File: src/rtl/dgp_pkg.sv
/*
 * Constants and carrier types for the dual general-purpose port block.
 * Assumes a byte-wide register port on the system clock.
 */
`default_nettype none
package dgp_pkg;
    localparam int DGP_W = 8;
    localparam logic [7:0] DGP_P3_DATA_ADDR = 8'h0E;
    localparam logic [7:0] DGP_P3_DIR_ADDR = 8'h0F;
    localparam logic [7:0] DGP_P4_DATA_ADDR = 8'h10;
    localparam logic [7:0] DGP_P4_DIR_ADDR = 8'h11;
    localparam logic [7:0] DGP_P3_PU_ADDR = 8'h75;
    localparam logic [7:0] DGP_P4_PU_ADDR = 8'h76;
    localparam logic [7:0] DGP_STBY_ADDR = 8'h08;
    localparam int DGP_SPL_BIT = 0;
    localparam logic [7:0] DGP_DIR_RST = 8'h00;
    localparam logic [7:0] DGP_PU_RST = 8'h00;
    localparam logic [7:0] DGP_P4_OD_MASK = 8'h0C;
    localparam int DGP_P4_OD_LSB = 2;
    localparam int DGP_P4_OD_MSB = 3;
    localparam logic [7:0] DGP_P4_LATCH_RST_OD = 8'h0C;
    localparam logic [7:0] DGP_ZERO = 8'h00;

    // Pin group of one port: drive value, enable, pull-up
    typedef struct packed {
        logic [7:0] out;
        logic [7:0] oe;
        logic [7:0] pu;
    } dgp_pins_t;

    // Peripheral sharing for one port
    typedef struct packed {
        logic [7:0] en;
        logic [7:0] val;
    } dgp_periph_t;
endpackage
`default_nettype wire

File: src/rtl/dgp_port.sv
/*
 * Two 8-bit ports with direction, output latch, pin readback, pull-up
 * control and peripheral output sharing; port four feeds external
 * interrupt inputs and has two open-drain pins.
 * Assumes pins are asynchronous, the standby mode level and peripheral
 * signals come from logic on mclk_i, and the bus follows a one-cycle
 * strobe protocol with read data in the following cycle.
 */
`timescale 1ns/1ps
`default_nettype none
module dgp_port
    import dgp_pkg::*;
(
    // Clock and reset
    input wire logic mclk_i,
    input wire logic rst_i,
    // Register port
    input wire logic [7:0] addr_i,
    input wire logic [7:0] wdata_i,
    input wire logic wr_i,
    input wire logic rd_i,
    input wire logic bitop_rd_i,
    output logic [7:0] rdata_o,
    // Standby state (stop or watch mode active)
    input wire logic stop_watch_i,
    // Peripheral sharing
    input wire dgp_periph_t p3_periph_i,
    input wire dgp_periph_t p4_periph_i,
    // Pins
    input wire logic [7:0] p3_pin_i,
    input wire logic [7:0] p4_pin_i,
    output dgp_pins_t p3_pins_o,
    output dgp_pins_t p4_pins_o,
    // Synchronised levels to peripherals and external interrupts
    output logic [7:0] p3_level_o,
    output logic [7:0] p4_level_o,
    output logic [7:0] ext_int_o
);

    typedef struct packed {
        logic [7:0] p3_latch;
        logic [7:0] p3_dir;
        logic [7:0] p3_pu;
        logic [7:0] p4_latch;
        logic [7:0] p4_dir;
        logic [7:0] p4_pu;
        logic standby_pin_state_select;
        logic [7:0] p3_s1;
        logic [7:0] p3_s2;
        logic [7:0] p4_s1;
        logic [7:0] p4_s2;
        logic [7:0] rdata;
        dgp_pins_t p3_pins;
        dgp_pins_t p4_pins;
        logic [7:0] ext_int;
    } dgp_state_t;

    dgp_state_t st_r;
    dgp_state_t st_nxt;

    always_comb begin
        logic hiz;
        logic [7:0] v3;
        logic [7:0] v4;
        logic [7:0] p4_dir_eff;
        hiz = 1'b0;
        v3 = DGP_ZERO;
        v4 = DGP_ZERO;
        p4_dir_eff = DGP_ZERO;
        st_nxt = st_r;

        // Two-stage synchronisers on the pins
        st_nxt.p3_s1 = p3_pin_i;
        st_nxt.p3_s2 = st_r.p3_s1;
        st_nxt.p4_s1 = p4_pin_i;
        st_nxt.p4_s2 = st_r.p4_s1;

        // Register writes, bit n to pin n
        if (wr_i) begin
            case (addr_i)
                DGP_P3_DATA_ADDR: begin
                    st_nxt.p3_latch = wdata_i;
                end
                DGP_P3_DIR_ADDR: begin
                    st_nxt.p3_dir = wdata_i;
                end
                DGP_P3_PU_ADDR: begin
                    st_nxt.p3_pu = wdata_i;
                end
                DGP_P4_DATA_ADDR: begin
                    // All eight latch bits store, open-drain bits included
                    st_nxt.p4_latch = wdata_i;
                end
                DGP_P4_DIR_ADDR: begin
                    st_nxt.p4_dir = wdata_i & ~DGP_P4_OD_MASK;
                end
                DGP_P4_PU_ADDR: begin
                    st_nxt.p4_pu = wdata_i & ~DGP_P4_OD_MASK;
                end
                DGP_STBY_ADDR: begin
                    st_nxt.standby_pin_state_select = wdata_i[DGP_SPL_BIT];
                end
                default: begin
                    // Unmapped addresses take no write
                end
            endcase
        end

        // Reads: data registers show pin levels, bit ops see latches
        st_nxt.rdata = DGP_ZERO;
        if (rd_i) begin
            case (addr_i)
                DGP_P3_DATA_ADDR: begin
                    if (bitop_rd_i) begin
                        // Bit set/clear must not copy input pin levels into latches
                        st_nxt.rdata = st_r.p3_latch;
                    end else begin
                        st_nxt.rdata = st_r.p3_s2;
                    end
                end
                DGP_P3_DIR_ADDR: begin
                    st_nxt.rdata = st_r.p3_dir;
                end
                DGP_P3_PU_ADDR: begin
                    st_nxt.rdata = st_r.p3_pu;
                end
                DGP_P4_DATA_ADDR: begin
                    if (bitop_rd_i) begin
                        st_nxt.rdata = st_r.p4_latch;
                    end else begin
                        st_nxt.rdata = st_r.p4_s2;
                    end
                end
                DGP_P4_DIR_ADDR: begin
                    st_nxt.rdata = st_r.p4_dir;
                end
                DGP_P4_PU_ADDR: begin
                    st_nxt.rdata = st_r.p4_pu;
                end
                DGP_STBY_ADDR: begin
                    st_nxt.rdata = {7'h00, st_r.standby_pin_state_select};
                end
                default: begin
                    st_nxt.rdata = DGP_ZERO;
                end
            endcase
        end

        // Standby with select bit set floats every pin, direction ignored
        hiz = stop_watch_i & st_r.standby_pin_state_select;
        p4_dir_eff = st_r.p4_dir & ~DGP_P4_OD_MASK;

        // Drive value per pin: peripheral output wins over the latch
        for (int b = 0; b < DGP_W; b++) begin
            if (p3_periph_i.en[b]) begin
                v3[b] = p3_periph_i.val[b];
            end else begin
                v3[b] = st_r.p3_latch[b];
            end
            if (p4_periph_i.en[b]) begin
                v4[b] = p4_periph_i.val[b];
            end else begin
                v4[b] = st_r.p4_latch[b];
            end
        end

        // Port three: push-pull on every pin
        for (int b = 0; b < DGP_W; b++) begin
            st_nxt.p3_pins.out[b] = v3[b];
            if (hiz) begin
                st_nxt.p3_pins.oe[b] = 1'b0;
                st_nxt.p3_pins.pu[b] = st_r.p3_pu[b];
            end else begin
                st_nxt.p3_pins.oe[b] = p3_periph_i.en[b] | st_r.p3_dir[b];
                st_nxt.p3_pins.pu[b] = 1'b0;
            end
        end

        // Port four: open-drain pins only pull low and never get a pull-up
        for (int b = 0; b < DGP_W; b++) begin
            if (DGP_P4_OD_MASK[b]) begin
                st_nxt.p4_pins.out[b] = 1'b0;
                st_nxt.p4_pins.pu[b] = 1'b0;
                if (hiz) begin
                    st_nxt.p4_pins.oe[b] = 1'b0;
                end else begin
                    st_nxt.p4_pins.oe[b] = ~v4[b];
                end
            end else begin
                st_nxt.p4_pins.out[b] = v4[b];
                if (hiz) begin
                    st_nxt.p4_pins.oe[b] = 1'b0;
                    st_nxt.p4_pins.pu[b] = st_r.p4_pu[b];
                end else begin
                    st_nxt.p4_pins.oe[b] = p4_periph_i.en[b] | p4_dir_eff[b];
                    st_nxt.p4_pins.pu[b] = 1'b0;
                end
            end
        end

        // Input-configured port-four pins reach the interrupt circuits
        for (int b = 0; b < DGP_W; b++) begin
            if (DGP_P4_OD_MASK[b]) begin
                // Open-drain pins always read back, driver or not
                st_nxt.ext_int[b] = st_r.p4_s2[b];
            end else if (p4_dir_eff[b] | p4_periph_i.en[b]) begin
                st_nxt.ext_int[b] = 1'b0;
            end else begin
                st_nxt.ext_int[b] = st_r.p4_s2[b];
            end
        end
    end

    // Output latches stay out of the reset branch so they hold their content,
    // except the two open-drain bits which reset to one
    always_ff @(posedge mclk_i or posedge rst_i) begin
        if (rst_i) begin
            st_r.p4_latch[DGP_P4_OD_MSB:DGP_P4_OD_LSB] <=
                DGP_P4_LATCH_RST_OD[DGP_P4_OD_MSB:DGP_P4_OD_LSB];
            st_r.p3_dir <= DGP_DIR_RST;
            st_r.p4_dir <= DGP_DIR_RST;
            st_r.p3_pu <= DGP_PU_RST;
            st_r.p4_pu <= DGP_PU_RST;
            st_r.standby_pin_state_select <= 1'b0;
            st_r.p3_s1 <= DGP_ZERO;
            st_r.p3_s2 <= DGP_ZERO;
            st_r.p4_s1 <= DGP_ZERO;
            st_r.p4_s2 <= DGP_ZERO;
            st_r.rdata <= DGP_ZERO;
            st_r.p3_pins.out <= DGP_ZERO;
            st_r.p3_pins.oe <= DGP_ZERO;
            st_r.p3_pins.pu <= DGP_ZERO;
            st_r.p4_pins.out <= DGP_ZERO;
            st_r.p4_pins.oe <= DGP_ZERO;
            st_r.p4_pins.pu <= DGP_ZERO;
            st_r.ext_int <= DGP_ZERO;
        end else begin
            st_r <= st_nxt;
        end
    end

    assign rdata_o = st_r.rdata;
    assign p3_pins_o = st_r.p3_pins;
    assign p4_pins_o = st_r.p4_pins;
    assign p3_level_o = st_r.p3_s2;
    assign p4_level_o = st_r.p4_s2;
    assign ext_int_o = st_r.ext_int;

endmodule
`default_nettype wire

File: config.mk
export PLATFORM = sky130hd
export DESIGN_NAME = dgp_port
export DESIGN_NICKNAME = d
export VERILOG_FILES = /design/src/rtl/dgp_pkg.sv /design/src/rtl/dgp_port.sv
export SDC_FILE = /design/constraint.sdc
export NUM_CORES = 1
export LEC_CHECK = 0
export BUFFER_PORTS_ARGS = -buffer_cell sky130_fd_sc_hd__buf_2
export CAP_MARGIN = 20
export CELL_PAD_IN_SITES_DETAIL_PLACEMENT = 1
export CELL_PAD_IN_SITES_GLOBAL_PLACEMENT = 1
export CORE_MARGIN = 2
export CORE_UTILIZATION = 40
export CTS_CLUSTER_DIAMETER = 150
export CTS_CLUSTER_SIZE = 20
export DETAILED_ROUTE_END_ITERATION = 7
export HOLD_SLACK_MARGIN = 0.06
export PLACE_DENSITY = 0.75
export SETUP_SLACK_MARGIN = 0.1
export SLEW_MARGIN = 5
export SYNTH_ARGS = -nofsm -noshare
export SYNTH_HDL_FRONTEND = slang
export SYNTH_SLANG_ARGS = --single-unit
export TNS_END_PERCENT = 100
File: constraint.sdc
create_clock -name mclk_i -period 11.2 [get_ports mclk_i]
set_clock_uncertainty 0.1 [all_clocks]
set_input_delay 3.36 -clock mclk_i [delete_from_list [all_inputs] [get_ports mclk_i]]
set_output_delay 3.36 -clock mclk_i [all_outputs]
set_load 0.02 [all_outputs]
Yosys cells after proc, flatten, opt, wreduce, memory -nomap -nowiden:

Cells that the tools add are included.

* output and inout port bits: 80
* register bits after elaboration: 137
* logic and storage cells: 110

* bitwise logic cells: 18
* mux-type cells: 56
* reduce and logical (&&, ||, !) cells: 8
* equal/unequal tests: 7

Operators by type and width (number)
* 8-bit one-hot mux with 7 select lines: 1
* 1-bit two-way mux: 52
* 8-bit by 4-bit == test with 1-bit output (second input constant): 3
* 8-bit two-way mux: 3
* 8-bit by 5-bit == test with 1-bit output (second input constant): 2
* 8-bit by 7-bit == test with 1-bit output (second input constant): 2
* 1-bit bitwise OR: 14
* 2-bit AND reduction: 6
* 3-bit AND reduction: 2
* 1-bit inverter: 3
* 1-bit bitwise AND: 1

Depth between registers and ports, before layout:

* word-level depth: 3
* gate-level depth with buffers: 6
* mapped depth without buffers: 5

Worst setup path after synthesis:

OpenSTA, ideal clock, no wires.

* path type: input-to-reg
* start: input addr_i[5]
* end: register st_r[137] (netlist bit), enable pin
* slack: 5947 ps
* path buffers: 0
* stages: 3
* arrival: 4756 ps
* library setup time: 398 ps
* cells stage by stage: nor3_2 > nand3b_1 > nor4b_1

* word-level cells in the longest chain between the ends: 2

Ends and longest elaborated chain
* start: declaration: line dgp_port.sv:18 `input wire logic [7:0] addr_i,`
* 8-bit by 4-bit == test with 1-bit output: line dgp_port.sv:80 `case (addr_i)`
* 3-bit AND reduction (no line)
* end signal: assignment: line dgp_port.sv:238 `st_r <= st_nxt;`
* end: declaration: line dgp_port.sv:58 `dgp_state_t st_r;`

No other way between the ends.
A chain may end at the register's enable or synchronous reset.

Worst setup path after layout:

* start: input addr_i[0]
* end: register st_r[137] (netlist bit), enable pin

Same word-level chain as after synthesis.

==> results <==
- Wire segments on met2 add up to 6.34 mm in the final route.
- The total count of hold-check failures in the final report is 0.
- OpenSTA, run right after detailed placement, puts the worst setup slack at 5.52 ns.
- By startpoint and endpoint, the worst setup path is classified as in2reg.
- The largest total area in the synthesized netlist belongs to sky130_fd_sc_hd__dfrtp_1.
- In the routed design, unresolved DRC markers number 0.
- After synthesis, flip-flops and latches occupy 62.2% of the total area.
- The ratio of cells with drive above 1 in the final layout is 44.6%.
- The clock net in this run drives a total of 137 sinks.
- The number of cells on the worst reg-to-reg path is 2.
- Synthesis instantiated 38 different standard cells from the library.
- STA puts the critical path data required time at 11.14 ns.
- The number of cells produced by synthesis is 435.
- The total area of multi-input combinational cells is 0.00149 mm^2.
- The floorplan step defined a die boundary enclosing 0.0150 mm^2.
- Dividing the detail-routed via count by the number of cells gives 4.77.
- The first TritonRoute pass finished after 4 iterations.
- STA puts the critical path data arrival time at 5.21 ns.
- Setup repair after global routing left no endpoint under its margin.
- After clock tree synthesis, the clock-pin slew on the worst setup and hold paths is 0.05 ns.
- The endpoint kind of the worst setup timing path is a register.
- Global routing consumed, over all layers together, 18.4% of the routing resources.
- Together, buffers and inverters on the worst path number 1.
- For this block, wires on met1 add up to 5.57 mm.
- Setup violations remaining at the end of the flow were counted as 0.
- The final global-route overflow total is 0.
- The number of buffers inserted by hold repair at cts is 0.
- The tightest hold path in the finished design has a slack of 0.245 ns.
- Summed over all cells, the static leakage comes to 0.00325 uW.
- The iteration-0 DRC count of the detailed router is 193.
- The count of fill cells added during filler insertion is 1448.
- The slack of the critical path is 5.93 ns.
- The total wirelength of the detailed-routed design is 12.8 mm.
- For this run, the number of Yosys warnings is 0.
- TritonCTS built the clock tree.
- The power density over the cells is 179 mW/mm^2.
- In the final routed layout, each cell accounts on average for 18.1 um.
- The fmax is 190 MHz.
- The worst setup path is launched from a primary input.
- For the pin with the worst max-slew slack, the measured transition is 0.889 ns.
- The relative slew slack is 40.6%.
- The die boundary width is 123 um.
- The core outline area is 0.0138 mm^2.
- The clock passes through at most 2 buffers.
- The sum of met3 wire segment lengths after detailed routing is 607 um.
- 0 antenna diodes ended up in the layout.
- The depth of the CTS H-tree is 4.
- The die is 123 um tall.
- The family with the most delay on the worst path is simple AND/OR/NAND/NOR gates.
- The area growth from synthesis to layout is 17.3%.
- The most frequently used flop master after synthesis is sky130_fd_sc_hd__dfrtp_1.
- After synthesis the netlist holds a flip-flop and latch count of 137.
- 150 I/O pins were placed.
- The pin count of the biggest net entering global routing is 82.
- The first global-routing pass estimated 20.3 mm of wire.
- The number of antenna violations at the first check in global routing is 0.
- The mapped netlist covers 0.00563 mm^2.
- The via count is 3366.
- The number of CTS-inserted buffers is 17.
- The path category of the worst min-delay check is reg2reg.
- The total number of nets in the final design is 582.
- The top routing layer in use is met4.
- Routability-driven placement finished with a final weighted congestion of 0.927.
- Dividing the final minimum period by the clock period gives 47.1%.
- In this run the mean area of a mapped cell was 12.9 um^2.
- The tool flagged a number of max-cap violations equal to 0.
- Ranked by total cell area, the synthesized netlist is headed by sky130_fd_sc_hd__dfrtp_1 (54%), sky130_fd_sc_hd__buf_4 (11%), sky130_fd_sc_hd__mux2_2 (9.4%).
- The number of max-slew violations in the final report is 0.
- The footprint of the flip-flops and latches is 0.00350 mm^2.
- For this run, asynchronously set or reset flops after synthesis account for 89.8%.
- Traced cell by cell, the critical path runs through buf_2 -> nor2b_1 -> nand2_1 -> nor4b_2.
- The peak supply drop is 120 uV.
- The final antenna-violating net count is 0.
- The number of enable-type register cells in the synthesized netlist is 14.
- Leaving out fill and tap cells, the most frequent cells in the layout are sky130_fd_sc_hd__buf_2 (145), sky130_fd_sc_hd__dfrtp_1 (121), sky130_fd_sc_hd__mux2_2 (47), sky130_fd_sc_hd__nor2_1 (31), sky130_fd_sc_hd__nand2_1 (23).
- Post-CTS timing repair inserted 0 buffers for setup.
- The library cell used most frequently in the layout, excluding fill and tap cells, is sky130_fd_sc_hd__buf_2.
- The via count of the first global-routing pass was 3716.
- The root buffer selected by CTS is sky130_fd_sc_hd__clkbuf_16.
- The biggest fanout along the worst timing path is 31.
- The flow ran to the end, and the final reports show no timing, DRC or antenna violations.
- The worst hold path depth is 0.
- The share of synthesized area in the top cell type comes to 53.8%.
- The clock period minus worst slack is 5.27 ns.
- The floorplan has 43 rows.
- The longest individual stage delay on the worst path is 0.83 ns.
- The worst-path cell with the longest stage delay is sky130_fd_sc_hd__nor4b_2.
- The initial core utilization is 40.7%.
- At the later pin of the worst-skew pair, clock insertion delay measures 0.42 ns.
- The HPWL after detailed placement is 9.42 mm.
- The quantity of I/O buffers inserted on ports is 145.
- Post-CTS repair changed the size of 0 cells.
- The number of cells on the critical path is 4.
- Summed over all failing endpoints, the final setup total negative slack is 0 ns.
==> sequential cells by signal (all words and copies together), names as in the netlist <==
signal	count
ext_int_o	8
p3_pins_o	24
st_nxt	16
rdata_o	8
st_r	45
p3_level_o	8
p4_pins_o	20
p4_level_o	8
==> per-layer routing <==
metal  global-route usage, %  up-vias
li1                        -     1554
met1                    23.8     1689
met2                    29.4      103
met3                    4.79       20
met4                    7.61        0
met5                       0        -
==> final timing paths <==
check | slack (ns) | start | to
setup / recovery | 5.93 | addr_i[0] | st_r[137]
hold / removal | 0.24 | st_nxt[64] | p4_level_o[0]
setup reg to reg | 9.37 | st_r[96] | p4_pins_o[11]
hold reg to reg | 0.24 | st_nxt[64] | p4_level_o[0]
max in group asynchronous | 7.05 | rst_i | p3_pins_o[7]
min in group asynchronous | 2.93 | rst_i | p3_pins_o[11]
==> stage by stage <==
stage | utilization [%] | cell area (um^2) | cells | power (uW)
6_report | 47.8 | 6600 | 705 | 1190
5_1_grt | 47.8 | 6600 | 705 | 1230
4_1_cts | 47.6 | 6580 | 704 | 1200
3_5_place_dp | 43.1 | 5960 | 672 | 622
3_3_place_gp | 43.1 | 5960 | 672 | 618
2_1_floorplan | - | 5640 | 438 | 598
==> cell type report <==
| class | instances | area share [%] |
|---|---|---|
| Clock buffer | 22 | 7.18 |
| Multi-Input combinational cell | 207 | 22.6 |
| Tap cell | 180 | 3.41 |
| Timing Repair Buffer | 147 | 11.5 |
| Clock inverter | 10 | 2.14 |
| Sequential cell | 137 | 53.0 |
| Inverter | 2 | 0.152 |
==> power by group <==
part	switching (uW)	total (uW)	internal [uW]
Combinational	50.3	81.4	31.1
Sequential	10.2	531	521
Clock	204	572	368
Total	265	1190	921
==> cells in the mapped netlist (3+ instances only) <==
master,instances
sky130_fd_sc_hd__nor3_1,3
sky130_fd_sc_hd__mux2i_1,14
sky130_fd_sc_hd__buf_2,4
sky130_fd_sc_hd__mux2_2,47
sky130_fd_sc_hd__nand2_1,23
sky130_fd_sc_hd__nor2b_1,5
sky130_fd_sc_hd__nor2_1,31
sky130_fd_sc_hd__dfrtp_1,121
sky130_fd_sc_hd__a22o_1,6
sky130_fd_sc_hd__and3_1,18
sky130_fd_sc_hd__nand3_1,3
sky130_fd_sc_hd__a22oi_1,7
sky130_fd_sc_hd__and2_1,7
sky130_fd_sc_hd__a21oi_1,6
sky130_fd_sc_hd__buf_4,80
sky130_fd_sc_hd__clkbuf_1,7
sky130_fd_sc_hd__edfxtp_1,14
sky130_fd_sc_hd__o21ai_0,12
==> kinds of logic after synthesis <==
kind of cell	share of synthesized area [%]
DFF	62.2
and+or+nand+nor	9.23
muxes	11.9
buffers and inverters	11.7
AOI/OAI and AO/OA	4.87
other	0.0666
(Power assumes the default switching activity.)
